### config.mk
export PLATFORM = sky130hd
export DESIGN_NAME = ssp_sync_slave
export DESIGN_NICKNAME = d
export VERILOG_FILES = /design/src/ssp_pkg.sv /design/src/ssp_sync_slave.sv
export SDC_FILE = /design/constraint.sdc
export NUM_CORES = 1
export LEC_CHECK = 0
export BUFFER_PORTS_ARGS = -buffer_cell sky130_fd_sc_hd__buf_2
export CORE_UTILIZATION = 50
export DETAILED_ROUTE_END_ITERATION = 16
export GPL_ROUTABILITY_DRIVEN = 0
export GPL_TIMING_DRIVEN = 0
export PLACE_DENSITY = 0.68
export SLEW_MARGIN = 20
export SYNTH_ARGS = -nofsm -noshare
export SYNTH_HDL_FRONTEND = slang
export SYNTH_SLANG_ARGS = --single-unit
### constraint.sdc
create_clock -name sys_clk -period 2.4 [get_ports sys_clk]
set_clock_uncertainty 0.1 [all_clocks]
set_input_delay 0.24 -clock sys_clk [delete_from_list [all_inputs] [get_ports sys_clk]]
set_output_delay 0.24 -clock sys_clk [all_outputs]
set_load 0.01 [all_outputs]
### src/ssp_pkg.sv
// shared constants, register map and state type of the synchronous slave serial port
package ssp_pkg;
    // register indexes on the plain register port
    localparam logic [3:0] ADDR_INT_CTRL = 4'h0;
    localparam logic [3:0] ADDR_PERI_FLAGS = 4'h1;
    localparam logic [3:0] ADDR_PERI_ENABLES = 4'h2;
    localparam logic [3:0] ADDR_PERI_PRIORITY = 4'h3;
    localparam logic [3:0] ADDR_RX_STATUS = 4'h4;
    localparam logic [3:0] ADDR_TX_HOLD = 4'h5;
    localparam logic [3:0] ADDR_TX_STATUS = 4'h6;
    localparam logic [3:0] ADDR_BAUD_CTRL = 4'h7;
    localparam logic [3:0] ADDR_BAUD_DIV_HI = 4'h8;
    localparam logic [3:0] ADDR_BAUD_DIV_LO = 4'h9;
    localparam logic [3:0] ADDR_RX_HOLD = 4'ha;

    // field positions
    localparam int BIT_GIE = 7;
    localparam int BIT_PERIPHERAL_INT_ENABLE = 6;
    localparam int BIT_RCIF = 5;
    localparam int BIT_TXIF = 4;
    localparam int BIT_SERIAL_PORT_ENABLE = 7;
    localparam int BIT_RX9 = 6;
    localparam int BIT_SINGLE_RX_ENABLE = 5;
    localparam int BIT_CONTINUOUS_RX_ENABLE = 4;
    localparam int BIT_FRAME_ERROR_FLAG = 2;
    localparam int BIT_OVERRUN_ERROR_FLAG = 1;
    localparam int BIT_RX_NINTH_BIT = 0;
    localparam int BIT_CLOCK_SOURCE_SELECT = 7;
    localparam int BIT_TX9 = 6;
    localparam int BIT_TRANSMIT_ENABLE_BIT = 5;
    localparam int BIT_SYNC = 4;
    localparam int BIT_TX_SHIFT_EMPTY = 1;
    localparam int BIT_TX_NINTH_BIT = 0;

    // word lengths in shift clocks
    localparam logic [3:0] WORD_BITS_8 = 4'h8;
    localparam logic [3:0] WORD_BITS_9 = 4'h9;

    typedef struct packed {
        logic global_int_enable;
        logic peripheral_int_enable;
        logic rcie;
        logic txie;
        logic [7:0] prio;
        logic serial_port_enable;
        logic rx9;
        logic single_rx_enable;
        logic continuous_rx_enable;
        logic overrun_error_flag;
        logic rx_ninth_bit;
        logic clock_source_select;
        logic tx9;
        logic transmit_enable_bit;
        logic sync;
        logic tx_ninth_bit;
        logic [7:0] baud_ctl;
        logic [7:0] div_hi;
        logic [7:0] div_lo;
        logic [7:0] hold;
        logic hold9;
        logic hold_full;
        logic txif;
        logic txif_pend;
        logic [8:0] tx_shift_reg;
        logic tsr_full;
        logic [3:0] tx_cnt;
        logic tx_out;
        logic [8:0] rx_shift_reg;
        logic [3:0] rx_cnt;
        logic [7:0] rx_hold;
        logic rcif;
        logic ck_s1;
        logic ck_s2;
        logic ck_s3;
        logic dt_s1;
        logic dt_s2;
        logic [7:0] rdata;
    } ssp_state_t;

    // holding register starts empty, so its empty flag starts set
    localparam ssp_state_t SSP_STATE_RST = '{txif: 1'b1, default: '0};
endpackage

### src/ssp_sync_slave.sv
// synchronous slave half-duplex serial port with register port
//
// Design decisions made here: the address-and-strobe port and the register offsets.
`timescale 1ns/100ps
`default_nettype none

// Functional notes
// RQ1 - slave transmit works like master transmit, also during sleep
// RQ2 - with two words queued, the first moves into the shift register at once
// RQ3 - second word waits in holding; empty flag stays clear meanwhile
// RQ4 - after first word finishes, second word loads, then empty flag sets
// RQ5 - empty flag with its enable raises wake; vectoring needs global enable
// RQ6 - slave when sync mode=1, port enable=1, clock source select=0
// RQ7 - transmit needs both receive enables clear
// RQ8 - nine-bit select sends 9 bits, ninth from tx ninth-bit field
// RQ9 - with transmit enabled, holding write starts a word on external clock
// RQ10 - single receive enable has no effect on slave reception
// RQ11 - continuous receive keeps working in any low-power mode
// RQ12 - finished word moves to rx holding; enabled interrupt wakes device
// RQ13 - receive-complete flag sets per word; interrupt only when enabled
// RQ14 - nine-bit receive; ninth bit and errors read in rx status
// RQ15 - software reads rx status before rx holding
// RQ16 - clearing continuous receive clears receive errors
// RQ17 - software sets global and peripheral enables, bits 7 and 6
// RQ18 - external master supplies shift clock; device never drives it
// RQ19 - empty flag sets one cycle after load; only a holding write clears
// RQ20 - shift-empty status reads 1 whenever transmit shift register empty
// RQ21 - port disabled: shift clock ignored, shift logic held idle
module ssp_sync_slave
    import ssp_pkg::*;
(
    input wire logic sys_clk,
    input wire logic rst_n,
    input wire logic [3:0] reg_addr,
    input wire logic [7:0] reg_wdata,
    input wire logic reg_wr,
    input wire logic reg_rd,
    output logic [7:0] reg_rdata,
    input wire logic shift_clock_pin,
    input wire logic data_pin_in,
    output logic data_pin_out,
    output logic data_pin_oe,
    output logic wake_req,
    output logic int_req
);

    ssp_state_t st_q;
    ssp_state_t st_d;
    logic slave_on;
    logic tx_on;
    logic rx_on;
    logic ck_rise;
    logic ck_fall;
    logic hold_wr;
    logic hold_rd;
    logic load_tx;
    logic tx_last;
    logic rx_done;
    logic [8:0] rx_new;

    function automatic logic [3:0] word_bits(input logic nine);
        word_bits = nine ? WORD_BITS_9 : WORD_BITS_8;
    endfunction

    function automatic logic [7:0] read_reg(input ssp_state_t s, input logic [3:0] a);
        read_reg = 8'h00;
        case (a)
            ADDR_INT_CTRL: begin
                read_reg[BIT_GIE] = s.global_int_enable;
                read_reg[BIT_PERIPHERAL_INT_ENABLE] = s.peripheral_int_enable;
            end
            ADDR_PERI_FLAGS: begin
                read_reg[BIT_RCIF] = s.rcif;
                read_reg[BIT_TXIF] = s.txif;
            end
            ADDR_PERI_ENABLES: begin
                read_reg[BIT_RCIF] = s.rcie;
                read_reg[BIT_TXIF] = s.txie;
            end
            ADDR_PERI_PRIORITY: read_reg = s.prio;
            ADDR_RX_STATUS: begin
                read_reg[BIT_SERIAL_PORT_ENABLE] = s.serial_port_enable;
                read_reg[BIT_RX9] = s.rx9;
                read_reg[BIT_SINGLE_RX_ENABLE] = s.single_rx_enable;
                read_reg[BIT_CONTINUOUS_RX_ENABLE] = s.continuous_rx_enable;
                read_reg[BIT_FRAME_ERROR_FLAG] = 1'b0;
                read_reg[BIT_OVERRUN_ERROR_FLAG] = s.overrun_error_flag; // RQ14
                read_reg[BIT_RX_NINTH_BIT] = s.rx_ninth_bit; // RQ14
            end
            ADDR_TX_STATUS: begin
                read_reg[BIT_CLOCK_SOURCE_SELECT] = s.clock_source_select;
                read_reg[BIT_TX9] = s.tx9;
                read_reg[BIT_TRANSMIT_ENABLE_BIT] = s.transmit_enable_bit;
                read_reg[BIT_SYNC] = s.sync;
                read_reg[BIT_TX_SHIFT_EMPTY] = !s.tsr_full; // RQ20
                read_reg[BIT_TX_NINTH_BIT] = s.tx_ninth_bit;
            end
            ADDR_BAUD_CTRL: read_reg = s.baud_ctl;
            ADDR_BAUD_DIV_HI: read_reg = s.div_hi;
            ADDR_BAUD_DIV_LO: read_reg = s.div_lo;
            ADDR_RX_HOLD: read_reg = s.rx_hold;
            default: read_reg = 8'h00;
        endcase
    endfunction

    // master-mode clocking is not built; with clock source select set the port idles
    assign slave_on = st_q.sync && st_q.serial_port_enable && !st_q.clock_source_select; // RQ6 RQ21
    assign tx_on = slave_on && st_q.transmit_enable_bit && !st_q.continuous_rx_enable && !st_q.single_rx_enable; // RQ7
    assign rx_on = slave_on && st_q.continuous_rx_enable; // RQ10 RQ11
    // edges come from the second and third stages, never the first
    assign ck_rise = st_q.ck_s2 && !st_q.ck_s3;
    assign ck_fall = !st_q.ck_s2 && st_q.ck_s3;
    assign hold_wr = reg_wr && (reg_addr == ADDR_TX_HOLD);
    assign hold_rd = reg_rd && (reg_addr == ADDR_RX_HOLD);
    assign load_tx = tx_on && st_q.hold_full && !st_q.tsr_full; // RQ2 RQ4
    assign tx_last = tx_on && st_q.tsr_full && ck_fall
        && (st_q.tx_cnt == word_bits(st_q.tx9));
    assign rx_new = {st_q.dt_s2, st_q.rx_shift_reg[8:1]};
    assign rx_done = rx_on && ck_fall && ((st_q.rx_cnt + 4'h1) == word_bits(st_q.rx9));

    always_comb begin
        st_d = st_q;
        st_d.ck_s1 = shift_clock_pin; // RQ18
        st_d.ck_s2 = st_q.ck_s1;
        st_d.ck_s3 = st_q.ck_s2;
        st_d.dt_s1 = data_pin_in;
        st_d.dt_s2 = st_q.dt_s1;
        st_d.rdata = 8'h00;
        if (reg_rd) begin
            st_d.rdata = read_reg(st_q, reg_addr);
        end
        // writes to the flag register are dropped: neither flag can be cleared by writing it
        if (reg_wr) begin
            case (reg_addr)
                ADDR_INT_CTRL: begin
                    st_d.global_int_enable = reg_wdata[BIT_GIE];
                    st_d.peripheral_int_enable = reg_wdata[BIT_PERIPHERAL_INT_ENABLE];
                end
                ADDR_PERI_ENABLES: begin
                    st_d.rcie = reg_wdata[BIT_RCIF];
                    st_d.txie = reg_wdata[BIT_TXIF];
                end
                ADDR_PERI_PRIORITY: st_d.prio = reg_wdata;
                ADDR_RX_STATUS: begin
                    st_d.serial_port_enable = reg_wdata[BIT_SERIAL_PORT_ENABLE];
                    st_d.rx9 = reg_wdata[BIT_RX9];
                    st_d.single_rx_enable = reg_wdata[BIT_SINGLE_RX_ENABLE];
                    st_d.continuous_rx_enable = reg_wdata[BIT_CONTINUOUS_RX_ENABLE];
                end
                ADDR_TX_STATUS: begin
                    st_d.clock_source_select = reg_wdata[BIT_CLOCK_SOURCE_SELECT];
                    st_d.tx9 = reg_wdata[BIT_TX9];
                    st_d.transmit_enable_bit = reg_wdata[BIT_TRANSMIT_ENABLE_BIT];
                    st_d.sync = reg_wdata[BIT_SYNC];
                    st_d.tx_ninth_bit = reg_wdata[BIT_TX_NINTH_BIT];
                end
                ADDR_BAUD_CTRL: st_d.baud_ctl = reg_wdata;
                ADDR_BAUD_DIV_HI: st_d.div_hi = reg_wdata;
                ADDR_BAUD_DIV_LO: st_d.div_lo = reg_wdata;
                default: ;
            endcase
        end

        // transmit: load before the holding write so a same-cycle write is kept
        st_d.txif_pend = load_tx;
        if (st_q.txif_pend) begin
            st_d.txif = 1'b1; // RQ19 RQ4
        end
        if (load_tx) begin
            st_d.tx_shift_reg = {st_q.hold9, st_q.hold}; // RQ8
            st_d.tsr_full = 1'b1;
            st_d.tx_cnt = 4'h0;
            st_d.hold_full = 1'b0;
        end else if (tx_on && st_q.tsr_full && ck_rise
                     && (st_q.tx_cnt < word_bits(st_q.tx9))) begin
            st_d.tx_out = st_q.tx_shift_reg[0]; // RQ9 RQ1
            st_d.tx_shift_reg = {1'b0, st_q.tx_shift_reg[8:1]};
            st_d.tx_cnt = st_q.tx_cnt + 4'h1;
        end else if (tx_last) begin
            st_d.tsr_full = 1'b0;
        end
        if (hold_wr) begin
            st_d.hold = reg_wdata; // RQ3
            st_d.hold9 = st_q.tx_ninth_bit; // RQ8
            st_d.hold_full = 1'b1;
            // refilled holding cannot read empty, so the write wins here
            st_d.txif = 1'b0; // RQ19
        end
        if (!tx_on) begin
            st_d.tsr_full = 1'b0; // RQ21
            st_d.tx_cnt = 4'h0;
            st_d.tx_out = 1'b0;
        end

        // receive: read-clear first so a completing word's set wins
        if (hold_rd) begin
            st_d.rcif = 1'b0;
        end
        if (rx_on && ck_fall) begin
            st_d.rx_shift_reg = rx_new;
            st_d.rx_cnt = st_q.rx_cnt + 4'h1;
            if (rx_done) begin
                st_d.rx_cnt = 4'h0;
                if (st_d.rcif) begin
                    // unread word is kept; the new one is lost
                    st_d.overrun_error_flag = 1'b1;
                end else begin
                    st_d.rx_hold = st_q.rx9 ? rx_new[7:0] : rx_new[8:1]; // RQ12
                    st_d.rx_ninth_bit = st_q.rx9 ? rx_new[8] : 1'b0; // RQ14
                    st_d.rcif = 1'b1; // RQ13
                end
            end
        end
        if (!rx_on) begin
            st_d.rx_cnt = 4'h0; // RQ21
        end
        if (!st_d.continuous_rx_enable) begin
            st_d.overrun_error_flag = 1'b0; // RQ16
        end
    end

    always_ff @(posedge sys_clk or negedge rst_n) begin
        if (!rst_n) begin
            st_q <= SSP_STATE_RST;
        end else begin
            st_q <= st_d;
        end
    end

    assign reg_rdata = st_q.rdata;
    assign data_pin_out = st_q.tx_out;
    assign data_pin_oe = tx_on;
    // wake ignores the global enables; vectoring does not
    assign wake_req = (st_q.txif && st_q.txie) || (st_q.rcif && st_q.rcie); // RQ5 RQ12
    assign int_req = wake_req && st_q.global_int_enable && st_q.peripheral_int_enable; // RQ5 RQ17
endmodule
`default_nettype wire

==> flow_metrics.py, run 1 <==
metrics = {
    "outcome": {
        "outcome": "completed",
    },
    "route": {
        "drtPass1Iterations": 4,
        "first_iter_violations": 391,
        "via_per_inst": 5.72,
        "ant_nets": 0,
        "totalWireLength_mm": 10.9,
        "wire_per_inst_um": 18.3,
        "vias": 3418,
        "drc": 0,
    },
    "synthesis": {
        "ys_seq_elements": 108,
        "synthesis.nets": 434,
        "synth_enable_flop_cells": 0,
        "avgSynthCellArea_sq_um": 12.4,
        "yosysTopAreaCell": "dfrtp_1",
        "yosysSeqAreaShare_pct": 52.9,
        "async_reset_ff_share_pct": 100,
        "synth_ff_type": "dfrtp_1",
        "yosys.cell_types.count": 57,
        "synth_top_area_share_pct": 52.4,
        "synth_area_leaders": "dfrtp_1, mux2_2, mux2i_1, buf_4, nand2_1",
        "syn_area_sq_um": 5110,
        "syn_inst": 413,
        "yosysWarnings": 0,
    },
    "critical_path": {
        "r2r-start": "st_q[36]",
        "end_kind": "flop",
        "crit_type": "flop to flop",
        "crit_path_max_incr_delay_ns": 0.43,
        "cp_data_required_time_ns": 2.57,
        "startpoint_type": "flop",
        "arrival_ns": 2.45,
        "cp_num_cells": 7,
        "crit_chain": "inv_1 -> ha_1 -> or3b_1 -> a211o_4 -> a21oi_4 -> buf_12 -> mux2_2",
        "r2r_cells": 7,
        "cp_num_buf_inv": 2,
        "cp_top_family": "compound AO/OA/AOI/OAI gates",
        "slowest_stage": "dfrtp_1",
        "worstPathMaxFanout": 10,
        "crit_start": "st_q[36]",
    },
    "layout": {
        "finalNetCount": 481,
        "utilization_pct": 58.0,
        "mostFrequentLayoutCell": "dfrtp_1",
        "drive_above_1_share_pct": 35.3,
        "diodes": 0,
        "design_area_sq_um": 5700,
        "layout_common_cells": "dfrtp_1, mux2_2, buf_2",
        "area_growth_pct": 11.5,
        "fill_cells": 868,
    },
    "floorplanning": {
        "start_util_pct": 52.1,
        "fp.dieH_um": 103,
        "die_area_sq_um": 10600,
        "die_w_um": 103,
        "io_pins": 30,
        "core_sq_um": 9820,
        "rows": 36,
    },
    "global_route": {
        "grt_pass1_vias": 3199,
        "overflow": 0,
        "antenna_found_initial": 0,
        "grt_max_degree": 83,
        "grt_usage_pct": 22.6,
        "grt_pass1_wl_mm": 17.4,
    },
    "sta": {
        "worst_pin_slew_ns": 0.861,
        "relSlewSlack_pct": 42.1,
        "hold_viol": 0,
        "period_share_pct": 94.7,
        "final.min_clock_period_ns": 2.27,
        "timing.fmax_mhz": 440,
        "setup_viol": 0,
        "hold_slack_ns": 0.0594,
        "rsz0062_at_grt": "no",
        "maxSlewViolCount": 0,
        "setup_slack_ns": 0.126,
    },
    "hold_path": {
        "hold_class": "primary input to flop",
        "hold_start": "reg_rd",
        "worstHoldPathCells": 3,
    },
    "pwr": {
        "p_leak_nw": 2.61,
        "power_density_nw_per_um2": 691,
        "power_mw": 3.94,
        "vdd_drop_max_uv": 369,
    },
    "flow_run": {
        "cap_violations": 0,
    },
    "cts": {
        "clock-sinks": 108,
        "clk_pin_slew_worst_paths_ns": 0.11,
        "clock-root-buffer": "clkbuf_8",
        "ctsLongestPathBuffers": 2,
        "clock_latency_ns": 0.39,
        "cts_inserted_buffers": 9,
        "h-tree-depth": 3,
        "cts_tree": "done",
    },
    "placed_design": {
        "io_buffers": 28,
        "hpwl_mm": 7.74,
        "dp_slack_ns": 0.0688,
        "dpl_cell_area_sq_um": 5450,
    },
}
[repair_timing]
action / CTS / global route
setup endpoints to repair: 0 / 14
hold buffers: 3 / 0
endpoints found under the hold margin: 37 / 0
gates resized for setup: 0 / 1
buffers inserted: 0 / 4
[metrics by stage]
step / setup TNS, ns / cells
after floorplan: 0 / 413
after global placement: -19.57 / 574
after detailed placement: 0 / 575
after CTS: 0 / 594
after global routing: 0 / 598
final: 0 / 598
[where the power goes]
part	internal (mW)	leakage, nW	total [mW]	switching, mW
Clock	0.389	0.0851	1.01	0.623
Combinational	0.349	1.14	0.666	0.317
Sequential	2.08	1.38	2.26	0.179
Total	2.82	2.61	3.94	1.12
[cell families (layout without fill, tap and decap cells)]
| family | after synthesis | count (layout) | share of synthesized area (%) |
|---|---|---|---|
| simple gates | 89 | 89 | 9.57 |
| flops | 108 | 108 | 52.9 |
| compound gates | 65 | 65 | 9.35 |
| xor+xnor | 5 | 5 | 0.857 |
| mux | 106 | 106 | 23.1 |
| fa+ha+maj | 3 | 3 | 0.734 |
| buf+inv | 37 | 89 | 3.53 |
[path summary, 6_finish.rpt]
| kind | to | slack (ns) |
|---|---|---|
| worst max-delay path | st_q[46] | 0.13 |
| worst min-delay path | reg_rdata[3] | 0.06 |
| worst max register to register | st_q[46] | 0.13 |
| worst min register to register | st_d[10] | 0.26 |
| max in group asynchronous | st_q[51] | 1.32 |
| min in group asynchronous | st_q[23] | 0.18 |
[flip-flops by register name (all words and copies together), names as in the netlist]
register,count
st_q,87
rx_new,9
reg_rdata,8
st_d,3
data_pin_out,1
[synth_stat cells (2+ instances only)]
cell	count
a211oi_1	4
a21boi_0	4
a21o_1	3
a21oi_1	13
a221oi_1	2
a22o_1	3
a22oi_1	5
a311o_1	2
a31o_2	2
a31oi_1	4
and3_1	3
and3b_1	2
buf_1	3
buf_2	6
buf_4	9
clkbuf_1	7
dfrtp_1	107
ha_1	3
inv_1	12
mux2_2	93
mux2i_1	12
nand2_1	18
nand2b_1	6
nand3_1	13
nand3b_1	3
nand4_1	2
nor2_1	16
nor2b_1	6
nor3_1	7
o211ai_1	2
o21ai_0	7
o221ai_1	2
o22ai_1	2
o31a_1	2
or3_1	3
xnor2_1	3
xor2_1	2
[layout make-up]
| class | instances | area (sq um) | share of cell area (%) |
|---|---|---|---|
| plain buffers | 25 | 135 | 2.37 |
| flip-flops and latches | 108 | 2700 | 47.4 |
| multi-input cells | 268 | 2230 | 39.2 |
| inverters | 12 | 45.0 | 0.790 |
| well taps | 133 | 166 | 2.92 |
| repair buffers | 36 | 246 | 4.32 |
| clock inverters | 4 | 35.0 | 0.615 |
| clock buffers | 12 | 135 | 2.37 |
[worst register-to-register path, cell delays in order (launching register included)]
cell and delay [ns]:
dfrtp_1 0.43, inv_1 0.09, ha_1 0.14, or3b_1 0.38, a211o_4 0.40, a21oi_4 0.16, buf_12 0.15, mux2_2 0.33
[routing by layer]
layer / up-vias / global-route usage [%] / routed length [um]
met5: - / 0 / 0
met4: 0 / 7.91 / 141
met3: 14 / 3.80 / 486
met2: 104 / 34.4 / 4980
met1: 1707 / 32.9 / 5320
li1: 1593 / - / -
Note: power is estimated with default switching activity, not from simulation.
==> run 2: changes to the inputs <==
- GPL_TIMING_DRIVEN: 0 -> not set
==> run 2 against run 1 <==
Routed wire length increased by 0.54%. Combinational power increased by 2%. Die area unchanged. Via count about the same. Sequential power about the same. Clock power increased by 18%. Highest routed layer unchanged. Power increased by 5.0%. Setup slack got worse by 0.031 ns. Largest power group unchanged. Critical endpoint unchanged.
==> flow_metrics.py, run 2 (same netlist as run 1, synthesis figures left out) <==
metrics = {
    "hold_path": {
        "hold_start": "reg_rd",
        "hold_class": "primary input to flop",
        "worstHoldPathCells": 2,
        "holdPathEnd": "reg_rdata[2]",
    },
    "sta": {
        "setup_viol": 0,
        "setup_slack_ns": 0.0955,
        "hold_viol": 0,
        "relSlewSlack_pct": 62.6,
        "final.min_clock_period_ns": 2.30,
        "rsz0062_at_grt": "no",
        "finalSetupTns_ns": 0,
        "worst_pin_slew_ns": 0.558,
        "maxSlewViolCount": 0,
        "timing.fmax_mhz": 434,
        "period_share_pct": 96.0,
    },
    "cts": {
        "h-tree-depth": 3,
        "clock-sinks": 108,
        "clock-root-buffer": "clkbuf_8",
        "cts_tree": "done",
        "clock_latency_ns": 0.38,
        "cts_inserted_buffers": 9,
        "ctsResizeCount": 0,
        "clk_pin_slew_worst_paths_ns": 0.10,
        "ctsLongestPathBuffers": 2,
    },
    "critical_path": {
        "r2r-start": "st_q[36]",
        "r2r_cells": 6,
        "cp_top_family": "compound AO/OA/AOI/OAI gates",
        "arrival_ns": 2.47,
        "crit_path_max_incr_delay_ns": 0.42,
        "crit_type": "flop to flop",
        "slowest_stage": "dfrtp_1",
        "cp_data_required_time_ns": 2.57,
        "r2r-end": "st_q[46]",
        "crit_start": "st_q[36]",
        "worstPathMaxFanout": 9,
        "cp_num_buf_inv": 1,
        "end_kind": "flop",
        "r2r_slack_ns": 0.1,
        "crit_chain": "inv_1 -> ha_1 -> or3b_1 -> a211o_4 -> a21oi_4 -> mux2_2",
        "startpoint_type": "flop",
    },
    "layout": {
        "utilization_pct": 58.5,
        "layout_common_cells": "dfrtp_1, mux2_2, buf_2",
        "mostFrequentLayoutCell": "dfrtp_1",
        "drive_above_1_share_pct": 37.4,
        "largest_register_ffs": 87,
        "finalNetCount": 479,
        "area_growth_pct": 12.5,
        "design_area_sq_um": 5750,
        "regMostFlops": "st_q",
        "diodes": 0,
    },
    "floorplanning": {
        "core_sq_um": 9820,
        "start_util_pct": 52.1,
        "rows": 36,
        "die_area_sq_um": 10600,
        "fp.dieH_um": 103,
        "die_w_um": 103,
        "io_pins": 30,
    },
    "pwr": {
        "p_int_mw": 3.02,
        "vdd_drop_max_uv": 430,
        "power_mw": 4.13,
        "seq_power_share_pct": 54.7,
        "combPwrFrac_pct": 16.4,
        "clock_power_share_pct": 28.8,
        "p_leak_nw": 2.65,
        "swShare_pct": 26.8,
        "power_switching_mw": 1.11,
        "power_density_nw_per_um2": 719,
    },
    "placed_design": {
        "dpl_cell_area_sq_um": 5480,
        "io_buffers": 29,
        "hpwl_mm": 7.84,
        "dp_slack_ns": 0.0778,
    },
    "outcome": {
        "outcome": "completed",
    },
    "global_route": {
        "grt_usage_pct": 22.8,
        "antenna_found_initial": 1,
        "overflow": 0,
        "grt_max_degree": 66,
        "grt_pass1_vias": 3337,
        "grt_pass1_wl_mm": 17.8,
    },
    "route": {
        "met2_wirelength_mm": 4.96,
        "drtPass1Iterations": 5,
        "totalWireLength_mm": 11.0,
        "wl_met3_um": 583,
        "wl_met1_mm": 5.27,
        "drc": 0,
        "first_iter_violations": 264,
        "via_per_inst": 5.73,
        "ant_nets": 0,
        "wire_per_inst_um": 18.4,
        "top_layer": "met4",
        "vias": 3415,
    },
    "flow_run": {
        "cap_violations": 0,
    },
}
run 2: cell types whose count changed in the layout (fill, tap and decap cells not counted), sizes merged:
cell      before  now
buf           51   56
bufinv         0    2
clkbuf        19   10
clkinv         3    2
clkinvlp       0    1
run 2: worst max-delay path by stage:
stage	depth (start not counted)	to	slack, ns
3_3_place_gp	6	st_q[46]	0.14
4_1_cts	6	st_q[46]	0.07
5_1_grt	6	st_q[46]	0.009
6_report	6	st_q[46]	0.1
3_5_place_dp	6	st_q[46]	0.08
2_1_floorplan	6	st_q[41]	0.22
run 2: repair_timing:
action / 4_1_cts / 5_1_grt
hold buffers: 3 / 0
setup buffers: 0 / 3
hold endpoints to repair: 109 / 0
endpoints found under the setup margin: 0 / 7
run 2: area by class of cell:
type / count / area, sq um
Inverter: 12 / 45.0
Multi-Input combinational cell: 268 / 2230
Sequential cell: 108 / 2700
Tap cell: 133 / 166
Clock inverter: 6 / 86.3
Fill cell: 841 / 4070
Clock buffer: 10 / 128
Timing Repair Buffer: 59 / 393
run 2: routing by layer:
layer | vias up | GRT usage (%)
li1 | 1583 | -
met1 | 1727 | 32.7
met2 | 90 | 34.2
met3 | 15 | 5.76
met4 | 0 | 7.04
met5 | - | 0
run 2: power by group through the flow:
| stage | combinational, mW | sequential (mW) | clock (mW) |
|---|---|---|---|
| floorplan | 0.481 | 2.22 | 0 |
| global placement | 0.658 | 2.28 | 0 |
| detailed placement | 0.676 | 2.29 | 0 |
| CTS | 0.681 | 2.26 | 1.23 |
| global route | 0.747 | 2.29 | 1.29 |
| finish | 0.679 | 2.26 | 1.19 |
run 2: per-stage QoR:
step                      hold WS [ns]  instances
after floorplan                 -0.156        413
after global placement         -0.0171        574
after detailed placement      -0.00900        574
after CTS                       0.0465        593
after global routing            0.0404        596
final                           0.0559        596
